File: config.mk
export PLATFORM = sky130hd
export DESIGN_NAME = swd_resp
export DESIGN_NICKNAME = d
export VERILOG_FILES = /design/src/design/swd_resp_pkg.sv /design/src/design/swd_resp.sv
export VERILOG_INCLUDE_DIRS = /design/src /design/src/design
export SDC_FILE = /design/constraint.sdc
export NUM_CORES = 1
export LEC_CHECK = 0
export BUFFER_PORTS_ARGS = -buffer_cell sky130_fd_sc_hd__buf_2
export CORE_MARGIN = 2
export CORE_UTILIZATION = 45
export CTS_BUF_LIST = sky130_fd_sc_hd__clkbuf_4 sky130_fd_sc_hd__clkbuf_8 sky130_fd_sc_hd__clkbuf_16
export DETAILED_ROUTE_END_ITERATION = 10
export PLACE_DENSITY_LB_ADDON = 0.3
export SYNTH_ARGS = -nofsm -noshare
export SYNTH_HDL_FRONTEND = slang
export SYNTH_SLANG_ARGS = --single-unit
File: constraint.sdc
create_clock -name core_clk -period 11.34 [get_ports core_clk]
set_input_delay 1.701 -clock core_clk [delete_from_list [all_inputs] [get_ports core_clk]]
set_output_delay 1.701 -clock core_clk [all_outputs]
set_load 0.01 [all_outputs]
File: src/design/swd_resp_regs.svh
`ifndef SWD_RESP_REGS_SVH
`define SWD_RESP_REGS_SVH
// How it works
// - CRC failure replies negative ack, no payload
// - Identification reply 0xC0 carries id word
// - Read reply: data, status, two-byte remaining
// - Failed read still fills data; remaining counted
// - Read status: 0 ok, 1 busy, 2 error
// - Length is bytes plus three, MSB first
// - Access status after write or address error
// - Access status: code then two-byte count
// - Rate reply 0xC3 reports current baud
// - Status reply 0xC4 carries two bytes
// - Bits: 8 protected, 7 busy, 6 erasing
// - In reset: bit8 one, bit5 zero
// - Bit 0 set when link reset processor
// - Speed reply 0xC5 carries fast clock count
// - Security fuse blocks memory read and write
// - Flash controller reset counts as secured
// - Good command replies ack 0x40, no payload
// - Unknown command also replies negative ack

// ====================================================
// Wishbone register offsets
`define SWD_REG_CTRL 8'h00
`define SWD_REG_STAT 8'h04
`define SWD_REG_IDCODE 8'h08
`define SWD_REG_BAUD 8'h0C
`define SWD_REG_SPEED 8'h10
`define SWD_REG_TX 8'h14
`define SWD_REG_RESULT 8'h18
`define SWD_REG_RDLEN 8'h1C

// ====================================================
// Control fields
`define SWD_CTRL_CPU_HALT 0
`define SWD_CTRL_LINK_RST 1
`define SWD_CTRL_FUSE 2
`define SWD_CTRL_FC_RST 3
`define SWD_CTRL_ERASE 4
`define SWD_CTRL_BUSY 5
`define SWD_CTRL_SYS_RST 6

// ====================================================
// Frame constants
`define SWD_SYNC 8'h55
`define SWD_RC_ACK 8'h40
`define SWD_RC_NEGATIVE_ACK_REPLY 8'h41
`define SWD_RC_ID 8'hC0
`define SWD_RC_RDATA 8'hC1
`define SWD_RC_ASTAT 8'hC2
`define SWD_RC_BAUD 8'hC3
`define SWD_RC_STAT 8'hC4
`define SWD_RC_SPEED 8'hC5
`define SWD_RD_TRAIL 16'h0003
`define SWD_ST_OK 8'h00
`define SWD_ST_BUSY 8'h01
`define SWD_ST_BERR 8'h02
`define SWD_ST_PROT_BIT 8
`define SWD_ST_BUSY_BIT 7
`define SWD_ST_ERASE_BIT 6
`define SWD_ST_HALT_BIT 5
`define SWD_ST_RST_BIT 0
`define SWD_CRC_POLY 16'h1021
`define SWD_CRC_INIT 16'hFFFF
// Identification word default; value is arbitrary
`define SWD_ID_DEFAULT 32'h0000_0001
`endif

File: src/design/swd_resp_pkg.sv
package swd_resp_pkg;
	typedef enum logic [3:0] {
		SWD_K_ACK = 4'h0,
		SWD_K_NEGATIVE_ACK_REPLY = 4'h1,
		SWD_K_ID = 4'h2,
		SWD_K_RDATA = 4'h3,
		SWD_K_ASTAT = 4'h4,
		SWD_K_BAUD = 4'h5,
		SWD_K_STAT = 4'h6,
		SWD_K_SPEED = 4'h7,
		SWD_K_RDERR = 4'h8,
		SWD_K_BADCMD = 4'h9
	} swd_kind_t;

	typedef enum logic [6:0] {
		SWD_S_IDLE = 7'h01,
		SWD_S_SYNC = 7'h02,
		SWD_S_CODE = 7'h04,
		SWD_S_LEN = 7'h08,
		SWD_S_PAY = 7'h10,
		SWD_S_CRC = 7'h20,
		SWD_S_DONE = 7'h40
	} swd_state_t;
endpackage

File: src/design/swd_resp.sv
// Design decisions made here: the register addresses and register access over Wishbone.
`include "swd_resp_regs.svh"

module swd_resp (
	// Clock and reset
	input wire logic core_clk,
	input wire logic reset_n,
	// Classic Wishbone slave
	input wire logic wb_cyc_i,
	input wire logic wb_stb_i,
	input wire logic wb_we_i,
	input wire logic [7:0] wb_adr_i,
	input wire logic [3:0] wb_sel_i,
	input wire logic [31:0] wb_dat_i,
	output logic [31:0] wb_dat_o,
	output logic wb_ack_o,
	// Command events from the decoder
	input wire logic cmd_valid,
	input wire logic [3:0] cmd_kind,
	input wire logic cmd_crc_err,
	// Read data stream from the service bus
	input wire logic rd_valid,
	input wire logic [7:0] rd_data,
	input wire logic rd_err,
	input wire logic rd_err_busy,
	// Link byte stream to the transmitter
	output logic [7:0] tx_data,
	output logic tx_valid,
	input wire logic tx_ready,
	// Memory access permission
	output logic mem_allowed
);

	// ====================================================
	// Register file
	logic [7:0] ctrl_r;
	logic [31:0] id_r;
	logic [15:0] baud_r;
	logic [15:0] speed_r;
	logic [7:0] result_st_r;
	logic [15:0] result_cnt_r;
	logic [15:0] rdlen_r;
	logic [15:0] status_word;
	logic secured;

	// Fuse or flash controller reset both lock memory commands
	assign secured = ctrl_r[`SWD_CTRL_FUSE] | ctrl_r[`SWD_CTRL_FC_RST];

	always_comb begin
		status_word = 16'h0000;
		status_word[`SWD_ST_PROT_BIT] = secured | ctrl_r[`SWD_CTRL_SYS_RST];
		status_word[`SWD_ST_BUSY_BIT] = ctrl_r[`SWD_CTRL_BUSY];
		status_word[`SWD_ST_ERASE_BIT] = ctrl_r[`SWD_CTRL_ERASE];
		status_word[`SWD_ST_HALT_BIT] = ctrl_r[`SWD_CTRL_CPU_HALT] &
			~ctrl_r[`SWD_CTRL_SYS_RST];
		status_word[`SWD_ST_RST_BIT] = ctrl_r[`SWD_CTRL_LINK_RST];
	end

	// ====================================================
	// Wishbone slave
	logic wb_req;
	logic wb_wr;
	assign wb_req = wb_cyc_i & wb_stb_i & ~wb_ack_o;
	// Writes land on the ack edge, while the master still holds its data
	assign wb_wr = wb_cyc_i & wb_stb_i & wb_we_i & wb_ack_o;

	always_ff @(posedge core_clk or negedge reset_n) begin
		if (!reset_n) begin
			ctrl_r <= 8'h00;
			id_r <= `SWD_ID_DEFAULT;
			baud_r <= 16'h0000;
			speed_r <= 16'h0000;
			rdlen_r <= 16'h0004;
		end else if (wb_wr && wb_sel_i[0]) begin
			case (wb_adr_i)
				`SWD_REG_CTRL: ctrl_r <= wb_dat_i[7:0];
				`SWD_REG_IDCODE: id_r <= wb_dat_i;
				`SWD_REG_BAUD: baud_r <= wb_dat_i[15:0];
				`SWD_REG_SPEED: speed_r <= wb_dat_i[15:0];
				`SWD_REG_RDLEN: rdlen_r <= wb_dat_i[15:0];
				default: ;
			endcase
		end
	end

	// Ack one cycle after request; unmapped reads return zero
	always_ff @(posedge core_clk or negedge reset_n) begin
		if (!reset_n) begin
			wb_ack_o <= 1'b0;
			wb_dat_o <= 32'h0000_0000;
		end else begin
			wb_ack_o <= wb_req;
			case (wb_adr_i)
				`SWD_REG_CTRL: wb_dat_o <= {24'h000000, ctrl_r};
				`SWD_REG_STAT: wb_dat_o <= {16'h0000, status_word};
				`SWD_REG_IDCODE: wb_dat_o <= id_r;
				`SWD_REG_BAUD: wb_dat_o <= {16'h0000, baud_r};
				`SWD_REG_SPEED: wb_dat_o <= {16'h0000, speed_r};
				`SWD_REG_RESULT: wb_dat_o <= {8'h00, result_st_r, result_cnt_r};
				`SWD_REG_RDLEN: wb_dat_o <= {16'h0000, rdlen_r};
				default: wb_dat_o <= 32'h0000_0000;
			endcase
		end
	end

	// ====================================================
	// Memory gate, registered so a control write never glitches it
	always_ff @(posedge core_clk or negedge reset_n) begin
		if (!reset_n)
			mem_allowed <= 1'b0;
		else
			mem_allowed <= ~secured;
	end

	// ====================================================
	// Reply framer
	swd_resp_pkg::swd_state_t state_r;
	logic [7:0] code_r;
	logic [15:0] len_r;
	logic [15:0] idx_r;
	logic [15:0] crc_r;
	logic [31:0] pay_r;
	logic [1:0] pay_n_r;
	logic is_rd_r;
	logic rd_failed_r;
	logic hi_r;
	logic [7:0] st_byte_r;
	logic [15:0] remain_r;
	logic [7:0] pay_byte;
	logic pay_ready;
	logic [15:0] data_len;
	logic fire;

	assign fire = tx_valid & tx_ready;
	assign data_len = len_r - `SWD_RD_TRAIL;

	// Payload byte for the current index
	always_comb begin
		pay_byte = 8'h00;
		pay_ready = 1'b1;
		if (is_rd_r) begin
			if (idx_r < data_len) begin
				// The failing byte and all after it go out as zero padding
				pay_byte = (rd_failed_r || !rd_valid) ? 8'h00 : rd_data;
				pay_ready = rd_failed_r | rd_valid | rd_err;
			end else if (idx_r == data_len) begin
				pay_byte = st_byte_r;
			end else if (idx_r == data_len + 16'h0001) begin
				pay_byte = remain_r[15:8];
			end else begin
				pay_byte = remain_r[7:0];
			end
		end else begin
			case (pay_n_r)
				2'd0: pay_byte = pay_r[31:24];
				2'd1: pay_byte = pay_r[23:16];
				2'd2: pay_byte = pay_r[15:8];
				default: pay_byte = pay_r[7:0];
			endcase
		end
	end

	// Live read error during data phase sets status and remaining count
	logic rd_hit_err;
	assign rd_hit_err = is_rd_r && !rd_failed_r && state_r == swd_resp_pkg::SWD_S_PAY &&
		idx_r < data_len && !rd_valid && rd_err;

	function automatic logic [15:0] crc_step(input logic [15:0] c, input logic [7:0] d);
		logic [15:0] x;
		x = c;
		for (int i = 7; i >= 0; i--) begin
			x = (x[15] ^ d[i]) ? ((x << 1) ^ `SWD_CRC_POLY) : (x << 1);
		end
		return x;
	endfunction

	always_ff @(posedge core_clk or negedge reset_n) begin
		if (!reset_n) begin
			state_r <= swd_resp_pkg::SWD_S_IDLE;
			code_r <= 8'h00;
			len_r <= 16'h0000;
			idx_r <= 16'h0000;
			pay_r <= 32'h0000_0000;
			pay_n_r <= 2'd0;
			is_rd_r <= 1'b0;
			rd_failed_r <= 1'b0;
			st_byte_r <= 8'h00;
			remain_r <= 16'h0000;
			hi_r <= 1'b0;
		end else begin
			case (state_r)
				swd_resp_pkg::SWD_S_IDLE: begin
					if (cmd_valid) begin
						state_r <= swd_resp_pkg::SWD_S_SYNC;
						idx_r <= 16'h0000;
						pay_n_r <= 2'd0;
						is_rd_r <= 1'b0;
						rd_failed_r <= 1'b0;
						st_byte_r <= `SWD_ST_OK;
						remain_r <= 16'h0000;
						len_r <= 16'h0000;
						if (cmd_crc_err) begin
							code_r <= `SWD_RC_NEGATIVE_ACK_REPLY;
						end else begin
							case (cmd_kind)
								4'(swd_resp_pkg::SWD_K_ACK): code_r <= `SWD_RC_ACK;
								4'(swd_resp_pkg::SWD_K_ID): begin
									code_r <= `SWD_RC_ID;
									len_r <= 16'h0004;
									pay_r <= id_r;
								end
								4'(swd_resp_pkg::SWD_K_RDATA): begin
									if (secured) begin
										code_r <= `SWD_RC_NEGATIVE_ACK_REPLY;
									end else begin
										code_r <= `SWD_RC_RDATA;
										len_r <= rdlen_r + `SWD_RD_TRAIL;
										is_rd_r <= 1'b1;
									end
								end
								4'(swd_resp_pkg::SWD_K_ASTAT),
								4'(swd_resp_pkg::SWD_K_RDERR): begin
									code_r <= secured ? `SWD_RC_NEGATIVE_ACK_REPLY : `SWD_RC_ASTAT;
									len_r <= secured ? 16'h0000 : 16'h0003;
									pay_r <= {result_st_r, result_cnt_r, 8'h00};
								end
								4'(swd_resp_pkg::SWD_K_BAUD): begin
									code_r <= `SWD_RC_BAUD;
									len_r <= 16'h0002;
									pay_r <= {baud_r, 16'h0000};
								end
								4'(swd_resp_pkg::SWD_K_STAT): begin
									code_r <= `SWD_RC_STAT;
									len_r <= 16'h0002;
									pay_r <= {status_word, 16'h0000};
								end
								4'(swd_resp_pkg::SWD_K_SPEED): begin
									code_r <= `SWD_RC_SPEED;
									len_r <= 16'h0002;
									pay_r <= {speed_r, 16'h0000};
								end
								default: code_r <= `SWD_RC_NEGATIVE_ACK_REPLY;
							endcase
						end
					end
				end
				swd_resp_pkg::SWD_S_SYNC: begin
					if (fire)
						state_r <= swd_resp_pkg::SWD_S_CODE;
				end
				swd_resp_pkg::SWD_S_CODE: begin
					if (fire) begin
						state_r <= swd_resp_pkg::SWD_S_LEN;
						hi_r <= 1'b1;
					end
				end
				swd_resp_pkg::SWD_S_LEN: begin
					if (fire) begin
						hi_r <= 1'b0;
						if (!hi_r)
							state_r <= (len_r == 16'h0000) ? swd_resp_pkg::SWD_S_CRC :
								swd_resp_pkg::SWD_S_PAY;
						if (!hi_r && len_r == 16'h0000)
							hi_r <= 1'b1;
					end
				end
				swd_resp_pkg::SWD_S_PAY: begin
					if (rd_hit_err) begin
						rd_failed_r <= 1'b1;
						st_byte_r <= rd_err_busy ? `SWD_ST_BUSY : `SWD_ST_BERR;
						// Remaining counts from the failing byte to the payload end, trailer bytes included
						remain_r <= len_r - idx_r;
					end
					if (fire) begin
						idx_r <= idx_r + 16'h0001;
						pay_n_r <= pay_n_r + 2'd1;
						if (idx_r + 16'h0001 == len_r) begin
							state_r <= swd_resp_pkg::SWD_S_CRC;
							hi_r <= 1'b1;
						end
					end
				end
				swd_resp_pkg::SWD_S_CRC: begin
					if (fire) begin
						hi_r <= 1'b0;
						if (!hi_r)
							state_r <= swd_resp_pkg::SWD_S_DONE;
					end
				end
				swd_resp_pkg::SWD_S_DONE: state_r <= swd_resp_pkg::SWD_S_IDLE;
				default: state_r <= swd_resp_pkg::SWD_S_IDLE;
			endcase
		end
	end

	// ====================================================
	// Last access outcome, latched for the next access status reply
	always_ff @(posedge core_clk or negedge reset_n) begin
		if (!reset_n) begin
			result_st_r <= `SWD_ST_OK;
			result_cnt_r <= 16'h0000;
		end else if (wb_wr && wb_adr_i == `SWD_REG_RESULT) begin
			result_st_r <= wb_dat_i[23:16];
			result_cnt_r <= wb_dat_i[15:0];
		end
	end

	// ====================================================
	// Byte output and CRC; tx is decoded combinationally from the framer state
	logic [7:0] next_byte;
	logic next_valid;
	always_comb begin
		next_byte = 8'h00;
		next_valid = 1'b1;
		case (state_r)
			swd_resp_pkg::SWD_S_SYNC: next_byte = `SWD_SYNC;
			swd_resp_pkg::SWD_S_CODE: next_byte = code_r;
			swd_resp_pkg::SWD_S_LEN: next_byte = hi_r ? len_r[15:8] : len_r[7:0];
			swd_resp_pkg::SWD_S_PAY: begin
				next_byte = pay_byte;
				next_valid = pay_ready;
			end
			swd_resp_pkg::SWD_S_CRC: next_byte = hi_r ? crc_r[15:8] : crc_r[7:0];
			default: next_valid = 1'b0;
		endcase
	end

	// Combinational view of the stream; rd_data is consumed on fire
	always_comb begin
		tx_data = next_byte;
		tx_valid = next_valid;
	end

	always_ff @(posedge core_clk or negedge reset_n) begin
		if (!reset_n)
			crc_r <= `SWD_CRC_INIT;
		else if (state_r == swd_resp_pkg::SWD_S_IDLE)
			crc_r <= `SWD_CRC_INIT;
		else if (fire && state_r != swd_resp_pkg::SWD_S_CRC)
			crc_r <= crc_step(crc_r, next_byte);
	end

endmodule

# [Yosys cells after proc, flatten, opt, wreduce, memory -nomap -nowiden]
# Cells that the tools add are included.
[op_classes] n_bitwise=30 order_cmp=1 reduce_logical=35 n_addsub=6 muxes=68 eq_ne=35
[ops] operator="case mux 32 bit (7 select lines)" n=1
[ops] operator="case mux 32 bit (5 select lines)" n=1
[ops] operator="2-to-1 mux 16 bit" n=7
[ops] operator="2-to-1 mux 13 bit" n=8
[ops] operator="2-to-1 mux 8 bit" n=12
[ops] operator="case mux 16 bit (2 select lines)" n=2
[ops] operator="case mux 16 bit (4 select lines)" n=1
[ops] operator="2-to-1 mux 7 bit" n=9
[ops] operator="case mux 8 bit (7 select lines)" n=1
[ops] operator="equality test 16 bit" n=3
[ops] operator="case mux 7 bit (6 select lines)" n=1
[ops] operator="case mux 8 bit (5 select lines)" n=1
[ops] operator="adder 16 x 1 -> 16 bit (second input constant)" n=2
[ops] operator="equality test 8 x 5 -> 1 bit (second input constant)" n=3
[ops] operator="inverter 3 bit" n=8
[ops] operator="case mux 8 bit (3 select lines)" n=1
[ops] operator="inequality test 2 bit (second input constant)" n=9
[ops] operator="adder 16 x 2 -> 16 bit (second input constant)" n=1
[ops] operator="equality test 4 x 3 -> 1 bit (second input constant)" n=4
[ops] operator="equality test 8 x 4 -> 1 bit (second input constant)" n=2
[ops] operator="zero test 16 bit" n=1
[ops] operator="less-than comparator 16 bit" n=1
[ops] operator="case mux 8 bit (2 select lines)" n=1
[ops] operator="subtractor 16 bit" n=1
[ops] operator="other kinds (42)" n=94
[word_totals] wordCells=197 out_inout_bits=43 reg_bits=270

# [Depth between registers and ports, before layout]
# Gate-level depths: netlist of the first run.
[depth] ltp_word=26 ltp_mapped=21 ltp_nobuf=18

# [Worst setup path before layout of the first run]
# Ideal clock, no wire load.
[synth_path] path_type="reg-to-output" from="register len_r[4]" to="output tx_data[6]" path_buffers=1 path_stages_with_launch=16 arrival_ns=3.913 required_ns=9.639 path_slack_ns=5.726 path_cell_list="dfrtp_1 -> or4_1 -> buf_2 -> or3_4 -> xor2_4 -> ha_1 -> a21o_1 -> a21o_1 -> a21oi_1 -> o21ai_0 -> nor4b_1 -> a22oi_1 -> nor3b_1 -> a21oi_1 -> a22o_1 -> inv_1"
[synth_between] elab_chain_len=8
[synth_lines] element="from (decl)" line_no="swd_resp.sv:119" text="logic [15:0] len_r;"
[synth_lines] element="from (signal assigned)" line_no="swd_resp.sv:217" text="len_r <= rdlen_r + `SWD_RD_TRAIL;"
[synth_lines] element="from (signal assigned)" line_no="swd_resp.sv:224" text="len_r <= secured ? 16'h0000 : 16'h0003;"
[synth_lines] element="subtractor 16 x 2 -> 16 bit (no source line) *"
[synth_lines] element="adder 16 x 1 -> 16 bit" line_no="swd_resp.sv:148" text="end else if (idx_r == data_len + 16'h0001) begin"
[synth_lines] element="equality test 16 bit" line_no="swd_resp.sv:148"
[synth_lines] element="2-to-1 mux 8 bit" line_no="swd_resp.sv:148"
[synth_lines] element="2-to-1 mux 8 bit" line_no="swd_resp.sv:146" text="end else if (idx_r == data_len) begin"
[synth_lines] element="2-to-1 mux 8 bit *" line_no="swd_resp.sv:142" text="if (idx_r < data_len) begin"
[synth_lines] element="2-to-1 mux 8 bit *" line_no="swd_resp.sv:141" text="if (is_rd_r) begin"
[synth_lines] element="case mux 8 bit (5 select lines) *" line_no="swd_resp.sv:315" text="case (state_r)"
[synth_lines] element="to (decl)" line_no="swd_resp.sv:27" text="output logic [7:0] tx_data,"
# Every way passes the cells marked *; elsewhere a longest branch is shown, timed or not.

# [Worst setup path in the final report of the first run]
[layout_path] from="register len_r[4]" to="output tx_data[2]"
# Same word-level chain as after synthesis.

==> flow_summary.ini, run 1 <==
[yosys]
synthTopCellsByArea = dfrtp_1 (40%), mux2_2 (8.8%), ha_1 (3.3%), dfstp_2 (3.3%), xnor2_1 (3.3%)
synth_async_sr_flop_share_pct = 100.0
yosysTopAreaCellShare_pct = 40.16
synth.yosys.seq_area_share_pct = 43.47
synth-main-ff-cell = dfrtp_1
synth-seq-cells = 261
yosys.area.top_type = dfrtp_1
synth_fp_nets = 1616
synth.distinct_cells = 89
synthesis.area_um2 = 15080
synth.avg_cell_area_um2 = 10.00
yosys_warnings = 0
syn_inst = 1508
synth-edff-count = 0

[clock_network]
cts_inserted_buffers = 30
post-cts-setup-buffer-count = 0
cts_buffer_depth = 3
cts_tree = done
ctsResizeCount = 0
clock_sinks = 261
cts-root-buf = clkbuf_16
cts_max_level = 1
clk_pin_slew_worst_paths_ps = 60
holdBufCountCts = 0
clkLatencyLatePin_ps = 580

[placement]
io_buffers = 106
placed_area_um2 = 16030
dp_cells = 1988
dp_hpwl_um = 30640
gp_congestion = 0.8730

[layout]
fin_cells = 2042
final_cell_mix = dfrtp_1 (242), mux2_2 (118), buf_2 (105)
area.growth.synth_to_final_pct = 13.19
antenna_cells = 0
postLayoutCoreUtil_pct = 51.29
design_area_um2 = 17070
layout_commonest_cell = dfrtp_1
fin_nets = 1680
drive_gt1_share_pct = 22.58

[status]
status = completed

[detailed_routing]
vias = 12320
avgViaCountPerCell = 6.032
wl_per_cell_um = 21.59
dr.pass1.iters = 7
wirelength_um = 44080
drtAntennaViolNets = 0
drtIter0Drc = 1115
route.detailed.drc = 0

[floorplanning]
start_util_pct = 45.31
core_um2 = 33280
die_h_um = 187.1
ios = 110
die-area_um2 = 34990
row_count = 67
dieWidth_um = 187.1

[sta]
holdWs_ps = 447.7
fin_tns_setup_ps = 0
final.setup_skew_ps = 37.11
fin_crit_ps = 7434
tightest_slew_ps = 1192
setup_viol = 0
fin_crit_sh_pct = 65.55
max_slew_margin_pct = 20.33
hold_viol = 0
max_freq_mhz = 134.5
rsz0062_at_grt = false
drv_slew = 0

[worst_setup_path]
r2r-start = len_r[4]
worstPathRequired_ps = 9640
path_max_fanout = 15
startpoint = len_r[4]
slowest_stage = or4_1
critPathKind = reg -> out
max_stage_delay_ps = 800
cpMostUsedCell = a21o_1
crit_path_end_kind = primary output
crit_chain = or4_1, or3_4, xor2_4, ha_1, a21o_1, a21o_1, a21oi_1, o21ai_0, nor4b_1, a22oi_1, buf_4, nor3b_1, a211oi_1, o21ai_1, buf_2
path_buf_inv = 2
cp_top_family = simple AND/OR/NAND/NOR gates
start_kind = flip-flop
rr_worst_depth = 19
arrival_ps = 5730
path_depth = 15

[pwr]
power.leakage_nw = 7.784
powerDensity_nw_per_um2 = 162.5
vdd_ir_drop_max_mv = 0.1244

[worst_hold_path]
worstHoldPathType = reg -> reg
worstHoldStart = wb_ack_o
hold_depth = 1

[global_route]
grt_overflow_total = 0
grt_start_max_net_pins = 118
grt_pass1_vias = 12230
groute.usage.overall_pct = 25.03
grt_first_pass_wirelength_um = 69440
antenna_found_initial = 2

[flow_run]
drv_cap = 0
==> through the flow <==
step	setup WS [ps]	total power, mW
after floorplan	5726	1.583
after global placement	4584	1.772
after detailed placement	4539	1.788
after CTS	3925	2.793
after global routing	3592	2.913
final	3906	2.773
==> power by group <==
part,internal (mW),switching [mW]
Sequential,1.04,0.0824
Clock,0.592,0.405
Combinational,0.269,0.389
Total,1.90,0.877
==> cell usage after synthesis (all sizes together), types with 20 or more instances <==
library cell	count
dfrtp	242
mux2	120
o21ai	104
nor2	99
nand2	95
clkbuf	78
a21oi	69
nand3	66
xnor2	57
inv	51
nor3	47
a22oi	42
ha	40
xor2	33
mux2i	31
a221oi	21
nand4	20
o31ai	20
==> flip-flops by register name, indices dropped and copies added (netlist names), 16 cells and up <==
| signal | flops |
|---|---|
| id_r | 32 |
| pay_r | 32 |
| idx_r | 16 |
| speed_r | 16 |
| rdlen_r | 16 |
| crc_r | 16 |
| len_r | 16 |
| result_cnt_r | 16 |
| baud_r | 16 |
| remain_r | 16 |
| wb_dat_o | 32 |
==> layout make-up <==
type                       instances  area [um^2]
sequential                       261         6555
multi-input combinational       1099         8019
inverter                          53        198.9
fill                            3073        16210
clock inverter                    14        156.4
clock buffer                      40        882.1
timing repair buffer             127        698.2
tap                              448        560.5
==> metal layers <==
layer  global-route usage (%)  up-vias  part of all wire (%)
met2                    41.18      464                    47
met1                    33.82     6099                    43
met4                    8.547        4                   3.5
met3                    3.790       86                   6.7
met5                        0        -                 0.045
li1                         -     5665                     -
==> kinds of logic (layout without fill, tap and decap cells) <==
logic type      Yosys count  after routing  synth area share (%)
simple gates            439            439                 15.09
compound gates          374            374                 16.95
flops                   261            261                 43.47
mux                     151            151                 11.04
buf+inv                 148            234                 3.850
xor+xnor                 94             94                 6.148
fa+ha+maj                41             41                 3.451
==> final timing paths <==
check	slack, ps	to
max	3910	tx_data[2]
max reg2reg	5030	idx_r[5]
min reg2reg	450	wb_ack_o
min in group asynchronous	1240	remain_r[14]
min	450	wb_ack_o
max in group asynchronous	8580	state_r[5]
Note: power is estimated with default switching activity, not from simulation.
==> inputs of run 2 (changes only) <==
==> constraint.sdc (replaced) <==
create_clock -name core_clk -period 7.8 [get_ports core_clk]
set_input_delay 1.17 -clock core_clk [delete_from_list [all_inputs] [get_ports core_clk]]
set_output_delay 1.17 -clock core_clk [all_outputs]
set_load 0.01 [all_outputs]
==> run 2 against run 1 <==
Effect of this change:
- worst hold slack improved by 5.9 ps
- wire length increased by 0.46%
- first-iteration DRC count increased by 0.54%
- power increased by 45%
- critical endpoint unchanged
- critical path depth unchanged
- count of clock-buffer cells in the layout increased by 1
- non-clock buffer count increased by 2
- clock power increased by 44%
- core utilization about the same
- combinational power increased by 48%
==> flow_summary.ini, run 2 (synthesized netlist as in run 1, its figures left out) <==
[worst_setup_path]
arrival_ps = 5760
r2r_slack_ps = 1780
startpoint = len_r[5]
r2r-start = len_r[5]
crit_path_end_kind = primary output
rr_worst_depth = 18
critPathKind = reg -> out
worstPathRequired_ps = 6630
start_kind = flip-flop
r2r-end = idx_r[2]
path_max_fanout = 15

[global_route]
grt_overflow_total = 0
grt_pass1_vias = 12280
grt_first_pass_wirelength_um = 69730
groute.usage.overall_pct = 25.11
antenna_found_initial = 2
grt_start_max_net_pins = 116

[floorplanning]
core_um2 = 33280
die_h_um = 187.1
die-area_um2 = 34990
ios = 110
dieWidth_um = 187.1
start_util_pct = 45.31
row_count = 67

[placement]
gp_congestion = 0.8862
placed_area_um2 = 16050
dp_hpwl_um = 30540
io_buffers = 106

[sta]
setup_viol = 0
hold_viol = 0
drv_slew = 0
rsz0062_at_grt = false
max_freq_mhz = 144.2
max_slew_margin_pct = 26.44
fin_crit_ps = 6934
fin_crit_sh_pct = 88.90
final.setup_skew_ps = 22.48
fin_tns_setup_ps = 0
tightest_slew_ps = 1100

[layout]
multi_input_area_um2 = 8019
area.growth.synth_to_final_pct = 13.08
drive_gt1_share_pct = 22.63
nFillCells = 3047
fin_nets = 1681
final_cell_mix = dfrtp_1 (242), mux2_2 (118), buf_2 (105)
design_area_um2 = 17050
antenna_cells = 0
top_regs = id_r x32, pay_r x32, wb_dat_o x32
layout_commonest_cell = dfrtp_1
ff_latch_area_um2 = 6555

[detailed_routing]
wirelength_um = 44280
wl_per_cell_um = 21.67
avgViaCountPerCell = 6.092
drtIter0Drc = 1121
drtAntennaViolNets = 0
vias = 12450
dr.pass1.iters = 5
route.detailed.drc = 0

[status]
status = completed

[pwr]
power.leakage_nw = 7.783
vdd_ir_drop_max_mv = 0.2070
powerDensity_nw_per_um2 = 236.4

[worst_hold_path]
min_to = wb_ack_o
hold_depth = 1
worstHoldPathType = reg -> reg
worstHoldStart = wb_ack_o

[clock_network]
clk_pin_slew_worst_paths_ps = 60
cts_inserted_buffers = 29
clkLatencyLatePin_ps = 580
clock_sinks = 261
holdBufCountCts = 0
post-cts-setup-buffer-count = 0
cts_max_level = 1
cts_buffer_depth = 3
ctsResizeCount = 0
cts-root-buf = clkbuf_16
cts_tree = done

[flow_run]
drv_cap = 0
==> run 2: worst max path at each step <==
stage,endpoint,depth (start not counted)
3_5_place_dp,tx_data[2],15
3_3_place_gp,tx_data[2],15
5_1_grt,tx_data[2],15
4_1_cts,tx_data[2],15
6_report,tx_data[2],15
2_1_floorplan,tx_data[6],15
==> run 2: per-layer routing <==
metal	share of wire (%)	up-vias	global-route usage (%)	routed length (um)
met2	47	505	40.45	20650
li1	-	5697	-	-
met5	0.054	-	0	24
met3	7.3	98	4.259	3231
met4	3.5	4	8.547	1559
met1	42	6141	34.43	18820
==> run 2: worst max-delay path, stage by stage (launching register included) <==
cell,delay (ps)
dfrtp_1,640
or4_1,810
or3_4,440
xor2_4,290
ha_1,310
a21o_1,180
a21o_1,180
a21oi_1,140
o21ai_0,90
nor4b_1,290
a22oi_1,160
buf_4,220
nor3b_1,670
a211oi_1,240
o21ai_1,330
buf_2,200
==> run 2: cell type report <==
cell class	count	share of cell area, %
Clock inverter	12	0.9024
Timing Repair Buffer	129	4.182
Clock buffer	41	5.004
Multi-Input combinational cell	1099	47.02
Sequential cell	261	38.44
Inverter	53	1.167
Tap cell	448	3.287
==> run 2: power by group <==
part	leakage, nW	switching, mW	internal [mW]
Combinational	3.78	0.579	0.392
Clock	0.502	0.579	0.862
Sequential	3.50	0.115	1.51
==> run 2: through the flow <==
step / util [%] / hold WS [ps] / cells / power (mW) / worst slack (ps)
after floorplan: - / 434.7 / 1508 / 2.302 / 2717
after global placement: 48.22 / 427.6 / 1990 / 2.578 / 1558
after detailed placement: 48.22 / 445.0 / 1990 / 2.598 / 1524
after CTS: 51.24 / 454.9 / 2043 / 4.046 / 900.2
after global routing: 51.24 / 467.2 / 2043 / 4.221 / 608.8
final: 51.24 / 453.7 / 2043 / 4.032 / 865.8
==> inputs of run 3 (changes only) <==
==> constraint.sdc (replaced) <==
create_clock -name core_clk -period 7.5 [get_ports core_clk]
set_input_delay 1.125 -clock core_clk [delete_from_list [all_inputs] [get_ports core_clk]]
set_output_delay 1.125 -clock core_clk [all_outputs]
set_load 0.01 [all_outputs]
==> run 3 against run 2 <==
Effect of this change:
- cell count hardly changed
- wire length is 0.82% higher
- clock power is 3% higher
- setup slack better by 64 ps
- critical path type unchanged
- via count is 1.1% lower
- first-iteration DRC count is 8.7% lower
- worst hold slack hardly changed
- sequential power is 4% higher
==> flow_summary.ini, run 3 (synthesized netlist as in run 1, its figures left out) <==
[placement]
gp_congestion = 0.8935
placed_area_um2 = 16070
dp_hpwl_um = 31150
io_buffers = 106
dp_cells = 1990

[layout]
area.growth.synth_to_final_pct = 13.14
top_regs = id_r x32, pay_r x32, wb_dat_o x32
ff_latch_area_um2 = 6555
nFillCells = 3035
design_area_um2 = 17060
final_cell_mix = dfrtp_1 (242), mux2_2 (118), buf_2 (105)
fin_nets = 1681
antenna_cells = 0
layout_commonest_cell = dfrtp_1
drive_gt1_share_pct = 22.71
multi_input_area_um2 = 8025
fin_cells = 2042

[sta]
drv_slew = 0
fin_crit_ps = 6570
fin_crit_sh_pct = 87.61
fin_tns_setup_ps = 0
final.setup_skew_ps = 15.54
hold_viol = 0
setup_viol = 0
rsz0062_at_grt = false
max_freq_mhz = 152.2
max_slew_margin_pct = 27.21
holdWs_ps = 453.5
tightest_slew_ps = 1092

[clock_network]
ctsResizeCount = 0
holdBufCountCts = 0
clkLatencyLatePin_ps = 570
clk_pin_slew_worst_paths_ps = 60
clock_sinks = 261
cts-root-buf = clkbuf_16
post-cts-setup-buffer-count = 0
cts_buffer_depth = 3
cts_max_level = 1
cts_inserted_buffers = 29
cts_tree = done

[detailed_routing]
vias = 12310
wl_per_cell_um = 21.86
drtAntennaViolNets = 0
wirelength_um = 44640
dr.pass1.iters = 6
route.detailed.drc = 0
avgViaCountPerCell = 6.030
drtIter0Drc = 1024

[pwr]
power_mw = 4.176
p_int_mw = 2.859
power.leakage_nw = 7.780
power_frac_seq_pct = 40.5
pwr-share-clk_pct = 35.5
powerDensity_nw_per_um2 = 244.7
switchingPower_mw = 1.317
power_frac_comb_pct = 24.0
vdd_ir_drop_max_mv = 0.1917
swShare_pct = 31.53

[global_route]
antenna_found_initial = 2
grt_overflow_total = 0
grt_pass1_vias = 11980
groute.usage.overall_pct = 25.17
grt_start_max_net_pins = 172
grt_first_pass_wirelength_um = 69520

[worst_setup_path]
path_max_fanout = 15
start_kind = flip-flop
cpMostUsedCell = ha_1
arrival_ps = 5450
critPathKind = reg -> out
worstPathRequired_ps = 6380
crit_chain = ha_1, or3_1, o31a_1, nor2_2, ha_1, a21o_1, a21oi_1, o21ai_0, nor4b_1, a22oi_1, buf_4, nor3b_1, a211oi_1, o21ai_1, buf_2
slowest_stage = dfrtp_1
max_stage_delay_ps = 610
crit_path_end_kind = primary output

[floorplanning]
row_count = 67
dieWidth_um = 187.1
core_um2 = 33280
die-area_um2 = 34990
ios = 110
die_h_um = 187.1
start_util_pct = 45.31

[status]
status = completed

[worst_hold_path]
worstHoldPathType = reg -> reg

[flow_run]
drv_cap = 0
==> run 3: cell count changes in the layout (fill, tap and decap cells not counted), sizes merged <==
cell	delta
clkinvlp	+1
clkbuf	-1
clkinv	-1
==> run 3: routing by layer <==
layer | share of wire [%] | wire, um | global-route usage, % | vias up
li1 | - | - | - | 5681
met1 | 43 | 19320 | 34.35 | 6112
met2 | 48 | 21220 | 41.72 | 440
met3 | 6.1 | 2736 | 3.752 | 77
met4 | 3.0 | 1336 | 7.234 | 4
met5 | 0.063 | 28 | 0 | -
==> run 3: critical path, delay by kind of cell (launching register included) <==
family / cells / cell delay (ps)
fa+ha+maj: 2 / 710
simple gates: 4 / 1650
compound gates: 7 / 1470
flops: 1 / 610
buf+inv: 2 / 420
==> run 3: area by class of cell <==
type,instances,share of cell area (%)
multi-input cells,1099,47.03
flip-flops and latches,261,38.42
well taps,448,3.285
inverters,53,1.166
clock buffers,40,4.920
repair buffers,129,4.253
clock inverters,12,0.9240
==> run 3: power by group through the flow <==
| stage | registers (mW) | logic, mW | clock network, mW |
|---|---|---|---|
| finish | 1.69 | 1.00 | 1.48 |
| global placement | 1.71 | 0.979 | 0 |
| floorplan | 1.66 | 0.738 | 0 |
| detailed placement | 1.71 | 0.998 | 0 |
| global route | 1.71 | 1.10 | 1.57 |
| CTS | 1.69 | 1.00 | 1.50 |
==> run 3: metrics by stage <==
stage | util, % | worst slack (ps)
finish | 51.27 | 929.6
global route | 51.27 | 651.7
CTS | 51.27 | 943.3
detailed placement | 48.27 | 1530
global placement | 48.27 | 1587
floorplan | - | 2462
==> run 3: worst paths after layout <==
path,startpoint,to,slack [ps],cells after the start
setup / recovery,len_r[1],tx_data[2],930,15
min in group asynchronous,reset_n,idx_r[12],540,1
max in group asynchronous,reset_n,rdlen_r[1],5490,2
setup reg to reg,len_r[1],idx_r[10],1890,18
hold reg to reg,wb_ack_o,wb_ack_o,450,1
hold / removal,wb_ack_o,wb_ack_o,450,1
